[config.mk]
export PLATFORM = sky130hd
export DESIGN_NAME = iplr_regs
export DESIGN_NICKNAME = d
export VERILOG_FILES = /design/src/rtl/iplr_pkg.sv /design/src/rtl/iplr_apb_decode.sv /design/src/rtl/iplr_level_decode.sv /design/src/rtl/iplr_regs.sv
export SDC_FILE = /design/constraint.sdc
export NUM_CORES = 1
export LEC_CHECK = 0
export BUFFER_PORTS_ARGS = -buffer_cell sky130_fd_sc_hd__buf_2
export CORE_ASPECT_RATIO = 1.1
export CORE_UTILIZATION = 55
export DETAILED_ROUTE_END_ITERATION = 6
export PLACE_DENSITY = 0.95
export SKIP_CTS_REPAIR_TIMING = 1
export SLEW_MARGIN = 20
export SYNTH_ARGS = -nofsm -noshare
export SYNTH_HDL_FRONTEND = slang
export SYNTH_SLANG_ARGS = --single-unit
[constraint.sdc]
create_clock -name i_clk -period 3.3 [get_ports i_clk]
set_input_delay 0.99 -clock i_clk [delete_from_list [all_inputs] [get_ports i_clk]]
set_output_delay 0.99 -clock i_clk [all_outputs]
set_load 0.03 [all_outputs]
[src/rtl/iplr_pkg.sv]
// Purpose: Shared constants for the interrupt priority level registers
// Assumes: APB slave with 32-bit data, 16-bit registers in the low half
// Notes: Byte address of a register is four times its index
package iplr_pkg;

	// Register geometry
	localparam int IPLR_REG_W = 16;
	localparam int IPLR_FIELD_W = 2;
	localparam int IPLR_NUM_SRC = 25;
	localparam int IPLR_MIN_ADDR_W = 6;
	localparam logic [IPLR_REG_W-1:0] IPLR_RESET_VAL = 16'h0000;

	// Register indices, byte address is index times four
	localparam logic [3:0] IPLR_IDX_REG6 = 4'h6;
	localparam logic [3:0] IPLR_IDX_REG7 = 4'h7;
	localparam logic [3:0] IPLR_IDX_REG8 = 4'h8;
	localparam logic [3:0] IPLR_IDX_REG9 = 4'h9;

	// Writable bits per register
	localparam logic [IPLR_REG_W-1:0] IPLR_MASK_REG6 = 16'h000f;
	localparam logic [IPLR_REG_W-1:0] IPLR_MASK_REG7 = 16'hffff;
	localparam logic [IPLR_REG_W-1:0] IPLR_MASK_REG8 = 16'hf3ff;
	localparam logic [IPLR_REG_W-1:0] IPLR_MASK_REG9 = 16'hffff;

	// Field codes
	localparam logic [1:0] IPLR_CODE_MASKED = 2'h0;
	localparam logic [1:0] IPLR_CODE_LEVEL0 = 2'h1;
	localparam logic [1:0] IPLR_CODE_LEVEL1 = 2'h2;
	localparam logic [1:0] IPLR_CODE_LEVEL2 = 2'h3;
	localparam logic [1:0] IPLR_LEVEL_MAX = 2'h2;

	// Field positions, sixth register
	localparam int F_DECODER0_INDEX_LEVEL = 2;
	localparam int F_DECODER0_HOME_WDOG_LEVEL = 0;
	// Seventh register
	localparam int F_TIMER_A_CH0_LEVEL = 14;
	localparam int F_TIMER_B_CH3_LEVEL = 12;
	localparam int F_TIMER_B_CH2_LEVEL = 10;
	localparam int F_TIMER_B_CH1_LEVEL = 8;
	localparam int F_TIMER_B_CH0_LEVEL = 6;
	localparam int F_TIMER_C_CH3_LEVEL = 4;
	localparam int F_TIMER_C_CH2_LEVEL = 2;
	localparam int F_TIMER_C_CH1_LEVEL = 0;
	// Eighth register
	localparam int F_SERIAL0_RX_FULL_LEVEL = 14;
	localparam int F_SERIAL0_RX_ERROR_LEVEL = 12;
	localparam int F_REG8_RESERVED = 10;
	localparam int F_SERIAL0_TX_IDLE_LEVEL = 8;
	localparam int F_SERIAL0_TX_EMPTY_LEVEL = 6;
	localparam int F_TIMER_A_CH3_LEVEL = 4;
	localparam int F_TIMER_A_CH2_LEVEL = 2;
	localparam int F_TIMER_A_CH1_LEVEL = 0;
	// Ninth register
	localparam int F_PWM_A_FAULT_LEVEL = 14;
	localparam int F_PWM_B_FAULT_LEVEL = 12;
	localparam int F_PWM_A_RELOAD_LEVEL = 10;
	localparam int F_PWM_B_RELOAD_LEVEL = 8;
	localparam int F_CONV_A_ZERO_CROSS_LEVEL = 6;
	localparam int F_CONV_B_ZERO_CROSS_LEVEL = 4;
	localparam int F_CONV_A_COMPLETE_LEVEL = 2;
	localparam int F_CONV_B_COMPLETE_LEVEL = 0;

	// Source slots in the output vectors
	localparam int S_DECODER0_HOME_WDOG = 0;
	localparam int S_DECODER0_INDEX = 1;
	localparam int S_TIMER_C_CH1 = 2;
	localparam int S_TIMER_C_CH2 = 3;
	localparam int S_TIMER_C_CH3 = 4;
	localparam int S_TIMER_B_CH0 = 5;
	localparam int S_TIMER_B_CH1 = 6;
	localparam int S_TIMER_B_CH2 = 7;
	localparam int S_TIMER_B_CH3 = 8;
	localparam int S_TIMER_A_CH0 = 9;
	localparam int S_TIMER_A_CH1 = 10;
	localparam int S_TIMER_A_CH2 = 11;
	localparam int S_TIMER_A_CH3 = 12;
	localparam int S_SERIAL0_TX_EMPTY = 13;
	localparam int S_SERIAL0_TX_IDLE = 14;
	localparam int S_SERIAL0_RX_ERROR = 15;
	localparam int S_SERIAL0_RX_FULL = 16;
	localparam int S_CONV_B_COMPLETE = 17;
	localparam int S_CONV_A_COMPLETE = 18;
	localparam int S_CONV_B_ZERO_CROSS = 19;
	localparam int S_CONV_A_ZERO_CROSS = 20;
	localparam int S_PWM_B_RELOAD = 21;
	localparam int S_PWM_A_RELOAD = 22;
	localparam int S_PWM_B_FAULT = 23;
	localparam int S_PWM_A_FAULT = 24;

endpackage

[src/rtl/iplr_apb_decode.sv]
// Purpose: Address decode of the priority registers on APB
// Assumes: Word aligned accesses, byte address is index times four
// Notes: Purely combinational, unmapped addresses flag o_mapped low
`timescale 1ns/1ps
module iplr_apb_decode import iplr_pkg::*; #(
	parameter int ADDR_W = 12
) (
	// Bus address
	input wire logic [ADDR_W-1:0] i_paddr,
	// Decode result
	output logic o_sel_reg6,
	output logic o_sel_reg7,
	output logic o_sel_reg8,
	output logic o_sel_reg9,
	output logic o_mapped
);

	function automatic logic [ADDR_W-1:0] byte_addr(input logic [3:0] idx);
		byte_addr = ADDR_W'({idx, 2'b00});
	endfunction

	if (ADDR_W < IPLR_MIN_ADDR_W) begin : g_bad_addr_w
		$error("iplr_apb_decode: address width too small for register map");
	end

	always_comb begin
		o_sel_reg6 = (i_paddr == byte_addr(IPLR_IDX_REG6));
		o_sel_reg7 = (i_paddr == byte_addr(IPLR_IDX_REG7));
		o_sel_reg8 = (i_paddr == byte_addr(IPLR_IDX_REG8));
		o_sel_reg9 = (i_paddr == byte_addr(IPLR_IDX_REG9));
		o_mapped = o_sel_reg6 | o_sel_reg7 | o_sel_reg8 | o_sel_reg9;
	end

endmodule

[src/rtl/iplr_level_decode.sv]
// Purpose: Turns two-bit priority codes into request enables and levels
// Assumes: One code per source, packed lowest source first
// Notes: Outputs are registered, one cycle behind the register file
`timescale 1ns/1ps
module iplr_level_decode import iplr_pkg::*; #(
	parameter int NUM_SRC = IPLR_NUM_SRC
) (
	// Clock and reset
	input wire logic i_clk,
	input wire logic i_sys_rst,
	// Packed codes
	input wire logic [2*NUM_SRC-1:0] i_codes,
	// Decoded per source
	output logic [NUM_SRC-1:0] o_req_en,
	output logic [2*NUM_SRC-1:0] o_level
);

	if (NUM_SRC < 1) begin : g_bad_num
		$error("iplr_level_decode: at least one source is needed");
	end

	// Code minus one gives the level, masked code gives zero
	function automatic logic [1:0] decode_level(input logic [1:0] code);
		decode_level = (code == IPLR_CODE_MASKED) ? 2'h0 : 2'(code - IPLR_CODE_LEVEL0);
	endfunction

	always_ff @(posedge i_clk) begin
		if (i_sys_rst) begin
			o_req_en <= '0;
		end else begin
			for (int k = 0; k < NUM_SRC; k++) begin
				o_req_en[k] <= (i_codes[2*k +: 2] != IPLR_CODE_MASKED);
			end
		end
	end

	always_ff @(posedge i_clk) begin
		if (i_sys_rst) begin
			o_level <= '0;
		end else begin
			for (int k = 0; k < NUM_SRC; k++) begin
				o_level[2*k +: 2] <= decode_level(i_codes[2*k +: 2]);
			end
		end
	end

	for (genvar g = 0; g < NUM_SRC; g++) begin : g_chk

	end
endmodule

[src/rtl/iplr_regs.sv]
// Purpose: Interrupt priority level registers six to nine behind APB
// Assumes: Zero wait state APB slave, registers in low 16 bits of the word
// Notes: Read data is captured in the setup cycle so it leaves a flip-flop
//
// Function
// - Code 00 masks a source, 01 10 11 give levels 0 1 2
// - Configured sources reach arbitration only at levels 0 to 2
// - Every priority field resets to the masked code
// - Eighth register bits 11-10 read zero and ignore writes
// - Sixth register bits 3-2 decoder index, bits 1-0 decoder home or watchdog
// - Seventh register bits 15-14 set timer A channel 0 level
// - Seventh register timer B channels 3 to 0 at bits 13-12 down to 7-6
// - Seventh register timer C channels 3 2 1 at bits 5-4 3-2 1-0
// - Eighth register serial 0 rx full 15-14, rx error 13-12
// - Eighth register serial 0 tx idle 9-8, tx empty 7-6
// - Eighth register timer A channels 3 2 1 at bits 5-4 3-2 1-0
// - Ninth register PWM A fault 15-14, PWM B fault 13-12
// - Ninth register PWM A reload 11-10, PWM B reload 9-8
// - Ninth register converter zero crossings 7-6 5-4, completions 3-2 1-0
`timescale 1ns/1ps
module iplr_regs import iplr_pkg::*; #(
	parameter int ADDR_W = 12
) (
	// Clock and reset
	input wire logic i_clk,
	input wire logic i_sys_rst,
	// APB slave
	input wire logic i_psel,
	input wire logic i_penable,
	input wire logic i_pwrite,
	input wire logic [ADDR_W-1:0] i_paddr,
	input wire logic [31:0] i_pwdata,
	input wire logic [3:0] i_pstrb,
	output logic [31:0] o_prdata,
	output logic o_pready,
	output logic o_pslverr,
	// Per source enable and level towards arbitration
	output logic [IPLR_NUM_SRC-1:0] o_src_req_en,
	output logic [2*IPLR_NUM_SRC-1:0] o_src_level
);

	logic [IPLR_REG_W-1:0] reg6_ff;
	logic [IPLR_REG_W-1:0] priority_reg_timers_ab_c_ff;
	logic [IPLR_REG_W-1:0] priority_reg_serial0_timer_a_ff;
	logic [IPLR_REG_W-1:0] priority_reg_pwm_converter_ff;
	logic [31:0] prdata_ff;
	logic sel_reg6;
	logic sel_reg7;
	logic sel_reg8;
	logic sel_reg9;
	logic mapped;
	logic setup_phase;
	logic access_phase;
	logic wr_en;
	logic [IPLR_REG_W-1:0] rd_value;
	logic [2*IPLR_NUM_SRC-1:0] src_codes;

	// Only two byte lanes carry register bits, the upper lanes are ignored
	function automatic logic [IPLR_REG_W-1:0] apply_write(
		input logic [IPLR_REG_W-1:0] old_val,
		input logic [31:0] wdata,
		input logic [3:0] strb,
		input logic [IPLR_REG_W-1:0] mask
	);
		logic [IPLR_REG_W-1:0] lane_mask;
		lane_mask = {{8{strb[1]}}, {8{strb[0]}}} & mask;
		apply_write = (old_val & ~lane_mask) | (wdata[IPLR_REG_W-1:0] & lane_mask);
	endfunction

	// Enable and level a code must reach arbitration with, one cycle later
	function automatic logic [2:0] expect_src(input logic [1:0] code);
		expect_src = (code == IPLR_CODE_MASKED) ? 3'h0 : {1'b1, 2'(code - IPLR_CODE_LEVEL0)};
	endfunction

	iplr_apb_decode #(
		.ADDR_W(ADDR_W)
	) u_decode (
		.i_paddr(i_paddr),
		.o_sel_reg6(sel_reg6),
		.o_sel_reg7(sel_reg7),
		.o_sel_reg8(sel_reg8),
		.o_sel_reg9(sel_reg9),
		.o_mapped(mapped)
	);

	always_comb begin
		setup_phase = i_psel & ~i_penable;
		access_phase = i_psel & i_penable;
		wr_en = access_phase & i_pwrite;
		// No wait states, unmapped addresses answer with an error
		o_pready = 1'b1;
		o_pslverr = access_phase & ~mapped;
		o_prdata = prdata_ff;
	end

	// Register writes
	always_ff @(posedge i_clk) begin
		if (i_sys_rst) begin
			reg6_ff <= IPLR_RESET_VAL;
		end else if (wr_en && sel_reg6) begin
			reg6_ff <= apply_write(reg6_ff, i_pwdata, i_pstrb, IPLR_MASK_REG6);
		end
	end

	always_ff @(posedge i_clk) begin
		if (i_sys_rst) begin
			priority_reg_timers_ab_c_ff <= IPLR_RESET_VAL;
		end else if (wr_en && sel_reg7) begin
			priority_reg_timers_ab_c_ff <= apply_write(priority_reg_timers_ab_c_ff,
				i_pwdata, i_pstrb, IPLR_MASK_REG7);
		end
	end

	always_ff @(posedge i_clk) begin
		if (i_sys_rst) begin
			priority_reg_serial0_timer_a_ff <= IPLR_RESET_VAL;
		end else if (wr_en && sel_reg8) begin
			// Reserved pair masked off so it can never hold a one
			priority_reg_serial0_timer_a_ff <= apply_write(priority_reg_serial0_timer_a_ff,
				i_pwdata, i_pstrb, IPLR_MASK_REG8);
		end
	end

	always_ff @(posedge i_clk) begin
		if (i_sys_rst) begin
			priority_reg_pwm_converter_ff <= IPLR_RESET_VAL;
		end else if (wr_en && sel_reg9) begin
			priority_reg_pwm_converter_ff <= apply_write(priority_reg_pwm_converter_ff,
				i_pwdata, i_pstrb, IPLR_MASK_REG9);
		end
	end

	// Read path
	always_comb begin
		rd_value = '0;
		if (sel_reg6) begin
			rd_value = reg6_ff & IPLR_MASK_REG6;
		end else if (sel_reg7) begin
			rd_value = priority_reg_timers_ab_c_ff;
		end else if (sel_reg8) begin
			rd_value = priority_reg_serial0_timer_a_ff & IPLR_MASK_REG8;
		end else if (sel_reg9) begin
			rd_value = priority_reg_pwm_converter_ff;
		end
	end

	// Captured in setup, so a write just before is already visible
	always_ff @(posedge i_clk) begin
		if (i_sys_rst) begin
			prdata_ff <= '0;
		end else if (setup_phase) begin
			prdata_ff <= {{(32-IPLR_REG_W){1'b0}}, rd_value};
		end
	end

	// Field to source mapping
	always_comb begin
		src_codes = '0;
		src_codes[2*S_DECODER0_INDEX +: 2] = reg6_ff[F_DECODER0_INDEX_LEVEL +: 2];
		src_codes[2*S_DECODER0_HOME_WDOG +: 2] =
			reg6_ff[F_DECODER0_HOME_WDOG_LEVEL +: 2];
		src_codes[2*S_TIMER_A_CH0 +: 2] =
			priority_reg_timers_ab_c_ff[F_TIMER_A_CH0_LEVEL +: 2];
		src_codes[2*S_TIMER_B_CH3 +: 2] =
			priority_reg_timers_ab_c_ff[F_TIMER_B_CH3_LEVEL +: 2];
		src_codes[2*S_TIMER_B_CH2 +: 2] =
			priority_reg_timers_ab_c_ff[F_TIMER_B_CH2_LEVEL +: 2];
		src_codes[2*S_TIMER_B_CH1 +: 2] =
			priority_reg_timers_ab_c_ff[F_TIMER_B_CH1_LEVEL +: 2];
		src_codes[2*S_TIMER_B_CH0 +: 2] =
			priority_reg_timers_ab_c_ff[F_TIMER_B_CH0_LEVEL +: 2];
		src_codes[2*S_TIMER_C_CH3 +: 2] =
			priority_reg_timers_ab_c_ff[F_TIMER_C_CH3_LEVEL +: 2];
		src_codes[2*S_TIMER_C_CH2 +: 2] =
			priority_reg_timers_ab_c_ff[F_TIMER_C_CH2_LEVEL +: 2];
		src_codes[2*S_TIMER_C_CH1 +: 2] =
			priority_reg_timers_ab_c_ff[F_TIMER_C_CH1_LEVEL +: 2];
		src_codes[2*S_SERIAL0_RX_FULL +: 2] =
			priority_reg_serial0_timer_a_ff[F_SERIAL0_RX_FULL_LEVEL +: 2];
		src_codes[2*S_SERIAL0_RX_ERROR +: 2] =
			priority_reg_serial0_timer_a_ff[F_SERIAL0_RX_ERROR_LEVEL +: 2];
		src_codes[2*S_SERIAL0_TX_IDLE +: 2] =
			priority_reg_serial0_timer_a_ff[F_SERIAL0_TX_IDLE_LEVEL +: 2];
		src_codes[2*S_SERIAL0_TX_EMPTY +: 2] =
			priority_reg_serial0_timer_a_ff[F_SERIAL0_TX_EMPTY_LEVEL +: 2];
		src_codes[2*S_TIMER_A_CH3 +: 2] =
			priority_reg_serial0_timer_a_ff[F_TIMER_A_CH3_LEVEL +: 2];
		src_codes[2*S_TIMER_A_CH2 +: 2] =
			priority_reg_serial0_timer_a_ff[F_TIMER_A_CH2_LEVEL +: 2];
		src_codes[2*S_TIMER_A_CH1 +: 2] =
			priority_reg_serial0_timer_a_ff[F_TIMER_A_CH1_LEVEL +: 2];
		src_codes[2*S_PWM_A_FAULT +: 2] =
			priority_reg_pwm_converter_ff[F_PWM_A_FAULT_LEVEL +: 2];
		src_codes[2*S_PWM_B_FAULT +: 2] =
			priority_reg_pwm_converter_ff[F_PWM_B_FAULT_LEVEL +: 2];
		src_codes[2*S_PWM_A_RELOAD +: 2] =
			priority_reg_pwm_converter_ff[F_PWM_A_RELOAD_LEVEL +: 2];
		src_codes[2*S_PWM_B_RELOAD +: 2] =
			priority_reg_pwm_converter_ff[F_PWM_B_RELOAD_LEVEL +: 2];
		src_codes[2*S_CONV_A_ZERO_CROSS +: 2] =
			priority_reg_pwm_converter_ff[F_CONV_A_ZERO_CROSS_LEVEL +: 2];
		src_codes[2*S_CONV_B_ZERO_CROSS +: 2] =
			priority_reg_pwm_converter_ff[F_CONV_B_ZERO_CROSS_LEVEL +: 2];
		src_codes[2*S_CONV_A_COMPLETE +: 2] =
			priority_reg_pwm_converter_ff[F_CONV_A_COMPLETE_LEVEL +: 2];
		src_codes[2*S_CONV_B_COMPLETE +: 2] =
			priority_reg_pwm_converter_ff[F_CONV_B_COMPLETE_LEVEL +: 2];
	end

	iplr_level_decode #(
		.NUM_SRC(IPLR_NUM_SRC)
	) u_level (
		.i_clk(i_clk),
		.i_sys_rst(i_sys_rst),
		.i_codes(src_codes),
		.o_req_en(o_src_req_en),
		.o_level(o_src_level)
	);
endmodule
# After elaboration in Yosys (flattened, before gate mapping)
# Index checks and enable logic that the tools add are counted.
[word_totals] output_inout_bits=109 romBits=0 ramBits=0 mem_count=0 ff_bits=155 in_bits=53 latch_bits=0 elab_cells=166
[op_classes] n_bitwise=23 add_sub_neg=25 shifts=0 eq_ne=4 muxes=4 div=0 n_reduce_logical=79 multipliers=0 order_cmp=0
[op_table] op="16-bit bitwise AND" count=6
[op_table] op="16-bit two-way mux" count=4
[op_table] op="16-bit OR" count=4
[op_table] op="2-bit logical NOT" count=25
[op_table] op="2-bit nonzero test" count=25
[op_table] op="2-bit OR reduction" count=25
[op_table] op="2-bit by 1-bit subtractor with 2-bit output (second input constant)" count=25
[op_table] op="16-bit NOT" count=2
[op_table] op="12-bit by 5-bit == test with 1-bit output (second input constant)" count=2
[op_table] op="12-bit by 6-bit == test with 1-bit output (second input constant)" count=2
[op_table] op="16-bit by 4-bit bitwise AND with 16-bit output" count=1
[op_table] op="4-bit NOT with 16-bit output" count=1
[op_table] op="1-bit bitwise AND" count=4
[op_table] op="1-bit logical AND" count=4
[op_table] op="1-bit OR" count=3
[op_table] op="1-bit NOT" count=2

# Logic depth before layout (Yosys ltp)
[logic_depth] depth_word=6 depth_mapped=6 mapped_depth_nobuf=4

# By module
# A second synthesis with hierarchy kept.
[unflattened] hier_cells=567 area_unflattened_um2=5791.8
[by_module_without_submodules] mod="iplr_regs" n_inst=1 seq_area_each_um2=1321.3 area_per_inst_um2=3140.5 cells_per_inst=322
[by_module_without_submodules] mod="iplr_level_decode" n_inst=1 seq_area_each_um2=1501.4 area_per_inst_um2=2562.5 cells_per_inst=233
[by_module_without_submodules] mod="iplr_apb_decode" n_inst=1 seq_area_each_um2=0.0 area_per_inst_um2=88.8 cells_per_inst=12

# Least setup slack after synthesis
# Ideal clock, no wire load.
[synth_path] path_type="input-to-output" start="input i_paddr[9]" end="output o_pslverr" t_required_ns=2.310 slack_ns=0.271 cell_stages=4 n_path_buf=1 arrival_time_ns=2.039 cell_sequence="or4_1 buf_2 nor2_1 a31oi_1"
[synth_between] elab_chain_len=6 word_cells_on_any_way=9 classes_between="eq/ne (4); bitwise (5)"
[synth_lines] item="from (decl)" line_no="iplr_regs.sv:31" rtl="input wire logic [ADDR_W-1:0] i_paddr,"
[synth_lines] item="12-bit by 5-bit == test with 1-bit output (on tied branches)" line_no="iplr_apb_decode.sv:27, iplr_apb_decode.sv:28"
[synth_lines] item="1-bit OR (2 in a row)" line_no="iplr_apb_decode.sv:31" rtl="o_mapped = o_sel_reg6 | o_sel_reg7 | o_sel_reg8 | o_sel_reg9;"
[synth_lines] item="1-bit OR *" line_no="iplr_apb_decode.sv:31"
[synth_lines] item="1-bit NOT *" line_no="iplr_regs.sv:92" rtl="o_pslverr = access_phase & ~mapped;"
[synth_lines] item="1-bit bitwise AND *" line_no="iplr_regs.sv:92"
[synth_lines] item="to (decl)" line_no="iplr_regs.sv:36" rtl="output logic o_pslverr,"
# Every way passes the cells marked *; elsewhere a longest branch is shown, timed or not.

# Worst setup path in the final report
# Same ends and word-level chain as after synthesis.

==> impl_metrics.csv <==
group,metric,value,unit
layout,design_area,6738,um2
worst_setup_path,path_cells,"buf_2 -> or4_1 -> nor2_1 -> a31oi_1 -> buf_2",
power,power_leakage,0.003103,uW
layout,nFillCells,711,
clock_network,clk_pin_slew,0.06,ns
worst_setup_path,slowest_stage,"or4_1",
logic_synthesis,synth-edff-count,0,
floorplan,row_count,37,
power,peakVddDrop,0.4098,mV
clock_network,root_buffer,"clkbuf_8",
worst_setup_path,critPathKind,"input port to output pin",
power,p_total,3671,uW
layout,register_area,2823,um2
sta,rsz0062_at_grt,"no",
layout,final_cell_mix,"dfxtp_1 (141), buf_2 (125), nand2b_1 (67), mux2i_1 (53), nor3_1 (52)",
placement,gp_congestion,0.9114,
clock_network,h-tree-depth,4,
logic_synthesis,ys.flop_type,"dfxtp_1",
global_routing,gr-total-overflow,0,
worst_setup_path,required,2.31,ns
min_path,worstHoldStart,"o_prdata[7]$_SDFFE_PP0P_",
power,powerDensity,544.9,nW/um2
run_status,status,"finished clean",
global_routing,antenna_found_initial,0,
sta,fmax,0.3223,GHz
logic_synthesis,syn_area,5495,um2
worst_setup_path,r2r-end,"u_level.o_level[13]$_SDFF_PP0_",
floorplan,core,9537,um2
layout,final_common_cell,"dfxtp_1",
worst_setup_path,end_kind,"output pin",
global_routing,grt_max_degree,104,
logic_synthesis,synth_warnings,0,
drt,drt-pass1-iter-count,4,
min_path,hold_path.class,"flip-flop to flip-flop",
placement,hpwl,8905,um
drt,drt_iter0_markers,208,
drt,vias,4229,
logic_synthesis,syn_inst,549,
clock_network,numCtsBuffers,17,
job,max_cap_viol_count,0,
worst_setup_path,arrival,2.11,ns
clock_network,cts_sinks,141,
clock_network,ctsLongestPathBuffers,2,
sta,worst_pin_slew,0.9775,ns
floorplan,die_y,106.8,um
global_routing,grt_pass1_wl,20150,um
layout,nNetsFinal,750,
layout,drive_above_1_share,24.85,%
drt,vias_per_cell,5.280,
sta,setup_violations,0,
layout,diodes,0,
placement,place_area,6161,um2
min_path,holdPathEnd,"o_prdata[7]$_SDFFE_PP0P_",
worst_setup_path,crit_top_cell,"buf_2",
min_path,hold-path-cell-count,1,
global_routing,grt_pass1_vias,4325,
sta,hold_violations,0,
worst_setup_path,worst-path-max-fanout,2,
layout,area_delta_synth_final,22.61,%
floorplan,fp.dieArea,10400,um2
logic_synthesis,yosysSeqAreaShare,51.37,%
worst_setup_path,worst-r2r-setup-slack,2.17,ns
logic_synthesis,synth-seq-cells,141,
logic_synthesis,ys_types,39,
sta,finalCritPeriodShare,94.02,%
sta,finClkSkew,0.008921,ns
worst_setup_path,start_kind,"input port",
floorplan,initial_core_util,57.62,%
clock_network,cts_tree,"yes",
drt,wl_per_cell,15.81,um
drt,drtAntennaViolNets,0,
global_routing,track_usage,25.07,%
placement,placement.io_buffers,126,
logic_synthesis,synth_area_per_cell,10.01,um2
worst_setup_path,reg2regPathDepth,3,
floorplan,die_width,97.31,um
sta,slew_viol_final,0,
logic_synthesis,synth_async_sr_flop_share,0,%
layout,multi_input_area,2306,um2
worst_setup_path,slowest_delay,0.56,ns
clock_network,insertion_delay,0.52,ns
drt,finalWirelength,12670,um
drt,drc,0,
floorplan,ios,162,
sta,tns,0,ns
sta,finalCriticalPeriod,3.103,ns
sta,maxSlewHeadroom,34.60,%
## area by class of cell
type	instances	area share, %
clock buffers	25	7.335
clock inverters	6	1.226
inverters	50	2.786
multi-input cells	329	34.22
flip-flops and latches	141	41.89
well taps	117	2.173
repair buffers	133	10.36
## power by group
group / switching (uW) / leakage (uW) / internal, uW
Sequential: 0.0198 / 0.00113 / 1700
Combinational: 91.3 / 0.00168 / 41.1
Clock: 668 / 0.000284 / 1170
## logic make-up after synthesis
kind of cell / count (synthesis) / share of synthesized area (%)
simple gates: 198 / 19.54
flops: 141 / 51.37
buf+inv: 94 / 7.810
mux: 53 / 9.654
compound gates: 36 / 5.806
fa+ha+maj: 25 / 5.692
other cells: 2 / 0.1367
## synthesized netlist by cell type (all sizes together) (3+ instances only)
cell type  number  share of area (%)
dfxtp         141                 51
nand2b         67                7.6
mux2i          53                9.7
nor3           52                4.7
inv            50                3.4
nand2          33                2.4
nor2           28                1.9
buf            25                3.1
ha             25                5.7
clkbuf         19                1.3
a221o          10                1.8
a32o           10                1.8
nor4            5                1.2
a222oi          3               0.55
o22ai           3               0.34
## stage by stage
step / instances / hold slack [ns] / utilization, % / setup WS [ns]
final: 801 / 0.4662 / 70.65 / 0.1974
after global routing: 801 / 0.4858 / 70.65 / 0.1741
after CTS: 801 / 0.4665 / 70.65 / 0.2065
after detailed placement: 770 / 0.4530 / 64.60 / 0.1939
after global placement: 770 / 0.4447 / 64.60 / 0.1930
after floorplan: 564 / 0.4424 / - / 0.2715
## routing by layer
metal  GRT usage, %  vias up  part of all wire, %
met5              0        -                    0
met4          14.71        0                  3.6
met3          6.780       38                  6.7
met2          45.37      176                   52
met1          26.10     1958                   38
li1               -     2057                    -
## worst max-delay path by stage
stage / slack (ns) / from / endpoint
2_1_floorplan: 0.27 / i_paddr[9] / o_pslverr
5_1_grt: 0.17 / i_paddr[9] / o_pslverr
6_report: 0.20 / i_paddr[9] / o_pslverr
3_5_place_dp: 0.19 / i_paddr[9] / o_pslverr
4_1_cts: 0.21 / i_paddr[9] / o_pslverr
3_3_place_gp: 0.19 / i_paddr[9] / o_pslverr
## worst max-delay path: cells and delay by family
kind                   cells  cell delay, ns
buffers and inverters      2            0.30
AND/OR/NAND/NOR            2            0.72
AO/OA/AOI/OAI              1            0.10
Power figures use the tool's default switching activity.
